### src/include/prm_pkg.sv
/*
 Constants and types for the system B phase rotation monitor.
 Assumes a 100 MHz system clock and settings held stable by the caller.
*/
package prm_pkg;
	localparam int unsigned CLK_FREQ_HZ      = 100_000_000;
	localparam int unsigned QUAL_DELAY_S     = 2;
	localparam int unsigned QUAL_CYCLES      = QUAL_DELAY_S * CLK_FREQ_HZ;
	localparam int unsigned QUAL_CNT_W       = 28;
	localparam int unsigned LEVEL_W          = 16;
	localparam int unsigned LEVEL_PCT        = 50;
	localparam int unsigned FLAG_COUNT       = 32;
	localparam int unsigned FLAG_SEL_W       = 5;
	localparam logic        RST_MON_ON       = 1'h1;
	localparam logic        RST_ALARM        = 1'h0;

	typedef enum logic {
		ROTATION_FORWARD = 1'h0,
		ROTATION_REVERSE = 1'h1
	} prm_rot_type;

	typedef enum logic [1:0] {
		THREE_PHASE_FOUR_WIRE  = 2'h0,
		THREE_PHASE_THREE_WIRE = 2'h1,
		SINGLE_PHASE_TWO_WIRE  = 2'h2
	} prm_mode_type;

	typedef enum logic [1:0] {
		EN_ALWAYS    = 2'h0,
		EN_MON_LOCK  = 2'h1,
		EN_LOGIC_FLAG = 2'h2
	} prm_en_type;

	typedef enum logic [2:0] {
		CLASS_A       = 3'h0,
		CLASS_B       = 3'h1,
		CLASS_C       = 3'h2,
		CLASS_D       = 3'h3,
		CLASS_E       = 3'h4,
		CLASS_F       = 3'h5,
		CLASS_CONTROL = 3'h6
	} prm_class_type;
endpackage : prm_pkg

### src/prm_rotation_monitor.sv
/*
 System B phase rotation monitor: compares the measured phase sequence
 with the expected one, qualifies a mismatch for two seconds and raises a
 latched or self-acknowledging alarm.
 The alarm carries a class that is captured when it rises, so that
 outside logic can decide whether breaker closing is to be blocked.
 A mismatch is reported one cycle late on the pending output.
 Assumes all inputs except the acknowledge button come from logic on
 SYS_CLK; the button is synchronised here.
 Assumes the settings are held stable by the caller while monitoring.
 Assumes the measured and rated voltages use the same unsigned units.
 Assumes a 100 MHz clock, so that the fixed delay spans two seconds.
*/
`timescale 1ns/100ps

// Overview of operation
// - A mismatch between measured and expected rotation raises the alarm.
// - Order L1-L2-L3 counts as forward and L1-L3-L2 as reverse.
// - A raised alarm drives the mismatch message and command variable 06.21.
// - In three-phase modes rotation is judged only above 50 % of rated voltage.
// - In single-phase mode the configured rotation stands in for measurement.
// - With monitoring switched off there is no checking and no alarm.
// - A mismatch must persist for a fixed two seconds before alarming.
// - Expected rotation is forward or reverse, forward by default.
// - The alarm carries one of classes A to F or Control, F by default.
// - With self-acknowledge the alarm clears once the mismatch is gone.
// - Without it the alarm latches until a button or external acknowledge.
// - Enable source always monitors, or monitors until the lock equation.
// - Enable source may pick one of 32 logic flags that gates monitoring.
module prm_rotation_monitor
	import prm_pkg::*;
(
	input  wire logic                  SYS_CLK,
	input  wire logic                  SYS_RST,
	input  wire logic                  MON_ON,
	input  wire logic [1:0]            MEAS_MODE,
	input  wire logic                  SEQ_VALID,
	input  wire logic                  SEQ_L1_L2_L3,
	input  wire logic [LEVEL_W-1:0]    VOLT_MEAS,
	input  wire logic [LEVEL_W-1:0]    VOLT_RATED,
	input  wire logic                  EXPECT_REVERSE,
	input  wire logic                  SINGLE_PHASE_REVERSE,
	input  wire logic [2:0]            ALARM_CLASS,
	input  wire logic                  SELF_ACK,
	input  wire logic [1:0]            ENABLE_SRC,
	input  wire logic                  LOCK_MONITORING,
	input  wire logic [FLAG_COUNT-1:0] LOGIC_FLAG_N,
	input  wire logic [FLAG_SEL_W-1:0] FLAG_SEL,
	input  wire logic                  ACK_BUTTON,
	input  wire logic                  EXT_ACK,
	output logic                       ROTATION_MISMATCH_MESSAGE,
	output logic                       CMD_VAR_06_21,
	output logic [2:0]                 ALARM_CLASS_OUT,
	output logic                       MISMATCH_PENDING
);
	logic                  btn_s1_ff;
	logic                  btn_s2_ff;
	logic                  alarm_ff;
	logic                  nxt_alarm;
	logic [2:0]            class_ff;
	logic [QUAL_CNT_W-1:0] qual_cnt_ff;
	logic                  pending_ff;

	logic [23:0]           level_meas_scaled;
	logic [23:0]           level_rated_scaled;
	logic                  level_ok;
	logic                  measured_rev;
	logic                  judge_ok;
	logic [FLAG_COUNT-1:0] flag_hit;
	logic                  flag_on;
	logic                  enabled;
	logic                  rot_differs;
	logic                  mismatch;

	logic                  qualified;
	logic                  ack;
	logic                  alarm_set;
	logic                  alarm_clr;

	// Counter end point of the qualification delay
	function automatic logic qual_expired(
		input logic [QUAL_CNT_W-1:0] cnt
	);
		qual_expired = (cnt == QUAL_CNT_W'(QUAL_CYCLES - 1));
	endfunction : qual_expired

	// Unused class code falls back to the default class
	function automatic logic [2:0] legal_class(input logic [2:0] cls);
		if (cls > CLASS_CONTROL)
			legal_class = CLASS_F;
		else
			legal_class = cls;
	endfunction : legal_class

	// Acknowledge button arrives from a pin
	always_ff @(posedge SYS_CLK) begin
		if (SYS_RST) begin
			btn_s1_ff <= 1'h0;
			btn_s2_ff <= 1'h0;
		end else begin
			btn_s1_ff <= ACK_BUTTON;
			btn_s2_ff <= btn_s1_ff;
		end
	end

	// Widened compare avoids a divider for the voltage threshold
	assign level_meas_scaled  = {8'h0, VOLT_MEAS} * 24'h64;
	assign level_rated_scaled = {8'h0, VOLT_RATED} * 24'(LEVEL_PCT);
	assign level_ok           = level_meas_scaled > level_rated_scaled;

	// Measured or configured rotation per measuring mode
	always_comb begin
		measured_rev = 1'h0;
		judge_ok     = 1'h0;
		unique case (MEAS_MODE)
			THREE_PHASE_FOUR_WIRE, THREE_PHASE_THREE_WIRE: begin
				measured_rev = ~SEQ_L1_L2_L3;
				judge_ok     = SEQ_VALID & level_ok;
			end
			SINGLE_PHASE_TWO_WIRE: begin
				measured_rev = SINGLE_PHASE_REVERSE;
				judge_ok     = 1'h1;
			end
			default: begin
				measured_rev = 1'h0;
				judge_ok     = 1'h0;
			end
		endcase
	end

	// One select line per logic flag
	genvar gi;
	generate
		for (gi = 0; gi < FLAG_COUNT; gi++) begin : g_flag
			assign flag_hit[gi] = LOGIC_FLAG_N[gi] &&
				(FLAG_SEL == FLAG_SEL_W'(gi));
		end
	endgenerate

	assign flag_on = |flag_hit;

	// Enable source selection
	always_comb begin
		enabled = 1'h0;
		unique case (ENABLE_SRC)
			EN_ALWAYS:     enabled = 1'h1;
			EN_MON_LOCK:   enabled = ~LOCK_MONITORING;
			EN_LOGIC_FLAG: enabled = flag_on;
			default:       enabled = 1'h0;
		endcase
	end

	// Expected rotation compared with measured one
	assign rot_differs = measured_rev != EXPECT_REVERSE;
	assign mismatch    = MON_ON & enabled & judge_ok & rot_differs;

	// Qualification timer restarts whenever the mismatch drops
	always_ff @(posedge SYS_CLK) begin
		if (SYS_RST)
			qual_cnt_ff <= '0;
		else if (!mismatch)
			qual_cnt_ff <= '0;
		else if (!qual_expired(qual_cnt_ff))
			qual_cnt_ff <= qual_cnt_ff + 1'b1;
	end

	// Mismatch seen on the previous edge
	always_ff @(posedge SYS_CLK) begin
		if (SYS_RST)
			pending_ff <= 1'h0;
		else
			pending_ff <= mismatch;
	end

	assign qualified = mismatch && qual_expired(qual_cnt_ff);
	assign ack       = btn_s2_ff | EXT_ACK;

	// Self-acknowledge clears once the mismatch is gone, latched mode on an acknowledge
	assign alarm_set = qualified;
	assign alarm_clr = SELF_ACK ? !mismatch : ack;

	// Set wins over a clear in the same cycle
	always_comb begin
		nxt_alarm = alarm_ff;
		if (!MON_ON)
			nxt_alarm = 1'h0;
		else if (alarm_set)
			nxt_alarm = 1'h1;
		else if (alarm_clr)
			nxt_alarm = 1'h0;
	end

	always_ff @(posedge SYS_CLK) begin
		if (SYS_RST)
			alarm_ff <= RST_ALARM;
		else
			alarm_ff <= nxt_alarm;
	end

	// Class captured when the alarm rises
	always_ff @(posedge SYS_CLK) begin
		if (SYS_RST)
			class_ff <= CLASS_F;
		else if (alarm_set && !alarm_ff)
			class_ff <= legal_class(ALARM_CLASS);
	end

	assign ROTATION_MISMATCH_MESSAGE = alarm_ff;
	assign CMD_VAR_06_21             = alarm_ff;
	assign ALARM_CLASS_OUT           = class_ff;
	assign MISMATCH_PENDING          = pending_ff;
endmodule : prm_rotation_monitor

### config.mk
export PLATFORM = sky130hd
export DESIGN_NAME = prm_rotation_monitor
export DESIGN_NICKNAME = d
export VERILOG_FILES = /design/src/include/prm_pkg.sv /design/src/prm_rotation_monitor.sv
export SDC_FILE = /design/constraint.sdc
export NUM_CORES = 1
export LEC_CHECK = 0
export BUFFER_PORTS_ARGS = -buffer_cell sky130_fd_sc_hd__buf_2
export CORE_AREA = 2 2 155 97
export CTS_CLUSTER_SIZE = 8
export DETAILED_ROUTE_END_ITERATION = 16
export DIE_AREA = 0 0 157 99
export PLACE_DENSITY_LB_ADDON = 0.08
export SLEW_MARGIN = 10
export SYNTH_ARGS = -nofsm -noshare
export SYNTH_HDL_FRONTEND = slang
export SYNTH_SLANG_ARGS = --single-unit
### constraint.sdc
create_clock -name SYS_CLK -period 8.25 [get_ports SYS_CLK]
set_clock_uncertainty 0.1 [all_clocks]
set_input_delay 0.4125 -clock SYS_CLK [delete_from_list [all_inputs] [get_ports SYS_CLK]]
set_output_delay 0.4125 -clock SYS_CLK [all_outputs]
set_load 0.1 [all_outputs]
After elaboration in Yosys (flattened, before gate mapping)
Cells that the tools add are included.

storage, ports and cells
  register bits after elaboration = 35
  latch bits = 0
  memory bits (writable) = 0
  bits in read-only memories = 0
  bits of input ports = 87
  output and inout port bits = 6
  memories = 0

operators by class
  add/subtract/negate cells = 1
  $mul = 2
  divide/modulo/power cells = 0
  magnitude comparators = 2
  equality and inequality tests = 37
  shift operators = 0
  muxes and demuxes = 7
  bitwise operators = 9
  reductions and logical operators = 44

operators by type and width
  operator                 number
  $eq A5 B5 Y1 const B     16
  $mul A16 B5 Y21 const B  2
  $eq A5 B4 Y1 const B     8
  $logic_and A1 B1 Y1      34
  $reduce_or A32 Y1        1
  $add A28 B1 Y28 const B  1
  $eq A28 B28 Y1 const B   1
  $gt A23 B22 Y1           1
  $eq A5 B3 Y1 const B     4
  $eq A5 B2 Y1 const B     2
  $reduce_or A2 Y1         3
  $eq A5 B1 Y1 const B     1
  $logic_not A5 Y1         1
  $and A1 B1 Y1            4
  $eq A2 B1 Y1 const B     2
  $eq A2 B2 Y1 const B     2
  $logic_not A2 Y1         2
  $not A1 Y1               4
  $pmux W1 S2              2
  $gt A3 B3 Y1 const B     1
  $mux W1                  3
  $mux W3                  1
  $pmux W1 S3              1
  $logic_not A1 Y1         2
  3 further kinds          3

Depth between registers and ports, before layout
  depth after elaboration = 11
  gate-level depth with buffers = 23
  gate-level depth less buffers = 21

Worst setup path before layout
OpenSTA, ideal clock, no wires.

  path type = in2reg
  from = input VOLT_RATED[2]
  to = register qual_cnt_ff[6]
  setup time = 116 ps
  arrival = 5109 ps
  required time = 8034 ps
  setup slack = 2925 ps
  stages on the path = 21
  buffers on the path = 2
  cells stage by stage = ha_1 > ha_1 > fa_1 > ha_1 > nor2b_1 > o31a_1 > o41ai_2 > o2111ai_1 > a311o_1 > a21oi_1 > xor2_1 > ha_1 > and3_1 > a221o_1 > a31oi_1 > o311ai_0 > a211o_1 > o211ai_2 > buf_6 > buf_6 > nor2_1

between the ends
  longest elaborated chain between the ends = 8

RTL lines
  item                         RTL line                     text
  from (decl)                  prm_rotation_monitor.sv:40   input wire logic [LEVEL_W-1:0] VOLT_RATED,
  $mul A16 B5 Y21              prm_rotation_monitor.sv:108  assign level_rated_scaled = {8'h0, VOLT_RATED} * 24'(LEVEL_PCT);
  $gt A23 B22 Y1               prm_rotation_monitor.sv:109  assign level_ok = level_meas_scaled > level_rated_scaled;
  $and A1 B1 Y1                prm_rotation_monitor.sv:118  judge_ok = SEQ_VALID & level_ok;
  $pmux W1 S2                  prm_rotation_monitor.sv:115  unique case (MEAS_MODE)
  $and A1 B1 Y1 (2 in series)  prm_rotation_monitor.sv:155  assign mismatch = MON_ON & enabled & judge_ok & rot_differs;
  $not A1 Y1 (no line)         --
  $reduce_or A2 Y1 (no line)   --
  to (signal assigned)         prm_rotation_monitor.sv:164  qual_cnt_ff <= qual_cnt_ff + 1'b1;
  to (decl)                    prm_rotation_monitor.sv:61   logic [QUAL_CNT_W-1:0] qual_cnt_ff;

Every way passes these cells.
A chain may end at the register's enable or synchronous reset.

Final worst setup path
  from = input VOLT_RATED[2]
  to = register qual_cnt_ff[26]

Same word-level chain as after synthesis.

==> impl_summary.txt <==
----------------------------------------------------
[Worst setup path]
  Worst R2R Setup Slack ... 5620 ps
  Endpoint arrival time on the critical path ... 6070 ps
  Destination of the critical timing path ... qual_cnt_ff[26]$_SDFFE_PP0P_
  Beginning of the worst register-to-register path ... qual_cnt_ff[9]$_SDFFE_PP0P_
  Worst-path maximum fanout ... 29
  Kind of end point of the critical path ... flip-flop
  Required time reported for the critical path endpoint ... 8280 ps
  Launching instance or port of the critical path ... VOLT_RATED[2]
  Critical path startpoint category ... primary input
  Count of cells along the worst register-to-register path ... 7
  Endpoint of the worst register-to-register path ... qual_cnt_ff[27]$_SDFFE_PP0P_
  Setup Crit Path Kind ... in2reg

[Timing]
  PnR worst setup slack ... 2210 ps
  Post-layout minimum cycle time ... 6040 ps
  Unrepaired setup endpoints after global routing ... no
  Final Hold Viols ... 0
  Number of setup violations in the final report ... 0
  Transition time at the pin with the least slew margin ... 1070 ps
  WHS ... 250 ps
  Final-report max-slew violation count ... 0
  Final worst path period share ... 73.2%
  Worst max-slew margin expressed relative to the limit ... 28.0%
  Final total negative setup slack ... 0 ps
  Max Clock Freq ... 166 MHz

[Power and ir drop]
  Peak supply drop ... 0.0000870 V
  Design Power ... 1.06 mW
  Static leakage ... 3.23 nW
  Power Density ... 167 nW/um2

[Yosys]
  FF+latch count, synth ... 35
  Fraction of synthesis flops using an asynchronous set or reset pin ... 0%
  Top post-synthesis cells by area ... sky130_fd_sc_hd__ha_1 28%, sky130_fd_sc_hd__dfxtp_1 13%, sky130_fd_sc_hd__fa_1 8.0%
  Gate Count Post-Synth ... 678
  Synth Area per Inst ... 8.16 um2
  Fraction of post-synthesis cell area in the top cell type by area ... 28.3%
  Number of enable flip-flop cells after synthesis ... 0
  Synth cell types ... 65
  Count of synthesis-stage warnings from yosys ... 0
  Synth Flop Type ... sky130_fd_sc_hd__dfxtp_1
  Leading area contributor after synthesis ... sky130_fd_sc_hd__ha_1
  Nets in the synthesized netlist ... 912
  Syn Std Cell Area ... 5530 um2
  Share of the yosys chip area belonging to registers ... 12.7%

[Routing]
  Via-to-Cell Ratio ... 4.91
  Iteration-0 DRC count of the detailed router ... 230
  Number of detailed-routing iterations run before antenna repair ... 6
  ANT nets after route ... 0
  Count of vias placed by the detailed router ... 4744
  Sum of routed wire length over all layers ... 12500 um
  Residual DRC count ... 0
  Average routed wire per standard cell ... 12.9 um

[Clocking]
  Number of resized instances in the post-cts repair step ... 0
  Hold Buf Count CTS ... 0
  TritonCTS Sinks ... 35
  Number of buffers between clock root and the deepest sink ... 2
  Insertion delay of the later-clocked pin in the worst-skew pair ... 280 ps
  Post-CTS Repair Setup Buffers ... 0
  TritonCTS clock tree ... yes
  # H-tree levels ... 2
  Number of buffers created by CTS ... 5
  Clock root buffer ... sky130_fd_sc_hd__clkbuf_16
  Post-CTS clock slew at the launch and capture registers of the worst setup and hold paths ... 50 ps

[Final layout]
  Most frequent standard cell in the layout excluding fill and tap cells ... sky130_fd_sc_hd__ha_1
  Count of nets after finishing ... 1002
  Post-Layout Inst Area ... 6340 um2
  Number of cells in the finished layout apart from fillers ... 967
  Highest-count cells in the layout ignoring fill and taps ... 125 x sky130_fd_sc_hd__ha_1, 113 x sky130_fd_sc_hd__inv_1, 92 x sky130_fd_sc_hd__buf_2
  Number of fill cells in the layout ... 1405
  Fraction of the core area covered by cells at the end of the flow ... 45.0%
  Area overhead of the layout relative to synthesis ... 14.6%
  Total inserted antenna cells ... 0
  Fraction of final layout cells sized beyond drive strength 1 ... 14.4%

[Placement]
  Last weighted congestion value of the routability-driven placer ... 0.870
  Worst-case setup slack after placement ... 1650 ps
  Inst Count DP ... 959
  HPWL reported at the end of detailed placement ... 10800 um
  Input/output buffers ... 92
  Placed inst area ... 6170 um2

[Flow run]
  Max-capacitance violation count ... 0

[Global route]
  Remaining Overflow, GRT ... 0
  First-pass GRT wire length ... 21200 um
  Vias in the first global route ... 4476
  Antenna violations before repair ... 0
  GRT Resource Usage Total ... 16.5%
  Largest net degree at the start of global routing ... 30

[Die]
  Std-Cell Rows ... 34
  Total die area ... 15500 um2
  Floorplan core area ... 14100 um2
  Ports placed on the boundary ... 93
  Chip Width ... 157 um
  Die height ... 99 um
  Initial Util ... 39.3%

[Min path]
  Worst hold-check path type ... in2reg

[Run status]
  Outcome ... completed

----------------------------------------------------
==> power by group <==
part | internal (mW) | total (mW) | switching [mW]
combinational | 0.302 | 0.690 | 0.388
clock | 0.128 | 0.198 | 0.0691
sequential | 0.170 | 0.170 | 0.000320
==> cells by family (layout without fill, tap and decap cells) <==
group / count (synthesis) / count (layout) / synth area share, %
and+or+nand+nor: 202 / 202 / 18.2
DFF: 35 / 35 / 12.7
AOI/OAI and AO/OA: 104 / 104 / 12.8
muxes: 14 / 14 / 2.58
xor gates and xnor gates: 54 / 54 / 8.55
buffers and inverters: 122 / 213 / 8.89
adders and majority gates: 147 / 147 / 36.2
==> cell usage after synthesis, types with 8 or more instances <==
cell type                 count
sky130_fd_sc_hd__nor3_1      16
sky130_fd_sc_hd__o21ai_0     19
sky130_fd_sc_hd__nand4_1     11
sky130_fd_sc_hd__nand3_1     21
sky130_fd_sc_hd__xor2_1      28
sky130_fd_sc_hd__a21oi_1     29
sky130_fd_sc_hd__ha_1       125
sky130_fd_sc_hd__inv_1      113
sky130_fd_sc_hd__nand2_1     44
sky130_fd_sc_hd__a21o_1       8
sky130_fd_sc_hd__dfxtp_1     35
sky130_fd_sc_hd__and3_1       9
sky130_fd_sc_hd__fa_1        22
sky130_fd_sc_hd__nor2_1      63
sky130_fd_sc_hd__mux2i_1     12
sky130_fd_sc_hd__xnor2_1     26
==> layout make-up <==
type                            count  area [um2]  area share [%]
Clock buffer                        8         156            2.47
Inverter                          113         424            6.69
Multi-Input combinational cell    521        4350            68.6
Sequential cell                    35         701            11.1
Tap cell                          198         248            3.91
Timing Repair Buffer               92         460            7.27
==> critical path, cell delays in order <==
cell and delay (ps):
sky130_fd_sc_hd__buf_2 120, sky130_fd_sc_hd__ha_1 310, sky130_fd_sc_hd__ha_1 320, sky130_fd_sc_hd__fa_1 460, sky130_fd_sc_hd__ha_1 360, sky130_fd_sc_hd__nor2b_1 160
sky130_fd_sc_hd__o31a_1 280, sky130_fd_sc_hd__o41ai_2 320, sky130_fd_sc_hd__o2111ai_1 240, sky130_fd_sc_hd__a311o_1 320, sky130_fd_sc_hd__a21oi_1 180, sky130_fd_sc_hd__xor2_1 220
sky130_fd_sc_hd__ha_1 280, sky130_fd_sc_hd__and3_1 210, sky130_fd_sc_hd__a221o_1 300, sky130_fd_sc_hd__a31oi_1 190, sky130_fd_sc_hd__o311ai_0 180, sky130_fd_sc_hd__a211o_1 370
sky130_fd_sc_hd__o211ai_4 680, sky130_fd_sc_hd__nor2_1 130
==> worst min-delay path by stage <==
| stage | from | end | depth (start not counted) |
|---|---|---|---|
| after global placement | btn_s1_ff$_SDFF_PP0_ | btn_s2_ff$_SDFF_PP0_ | 1 |
| final | ACK_BUTTON | btn_s1_ff$_SDFF_PP0_ | 2 |
| after detailed placement | btn_s1_ff$_SDFF_PP0_ | btn_s2_ff$_SDFF_PP0_ | 1 |
| after CTS | ACK_BUTTON | btn_s1_ff$_SDFF_PP0_ | 2 |
| after global routing | ACK_BUTTON | btn_s1_ff$_SDFF_PP0_ | 2 |
| after floorplan | btn_s1_ff$_SDFF_PP0_ | btn_s2_ff$_SDFF_PP0_ | 1 |
==> per-layer routing <==
metal | share of wire [%] | global-route usage, % | vias up | routed length (um)
met5 | 0 | 0 | - | 0
met4 | 0.96 | 2.19 | 0 | 120
met3 | 4.1 | 2.51 | 8 | 513
met2 | 35 | 21.7 | 121 | 4400
met1 | 60 | 27.8 | 2090 | 7460
li1 | - | - | 2525 | -
==> sequential cells by signal, summed over array words and instances (netlist names) <==
register	flops
CMD_VAR_06_21	1
MISMATCH_PENDING	1
qual_cnt_ff	28
btn_s1_ff	1
ALARM_CLASS_OUT	3
btn_s2_ff	1
(Power assumes the default switching activity.)
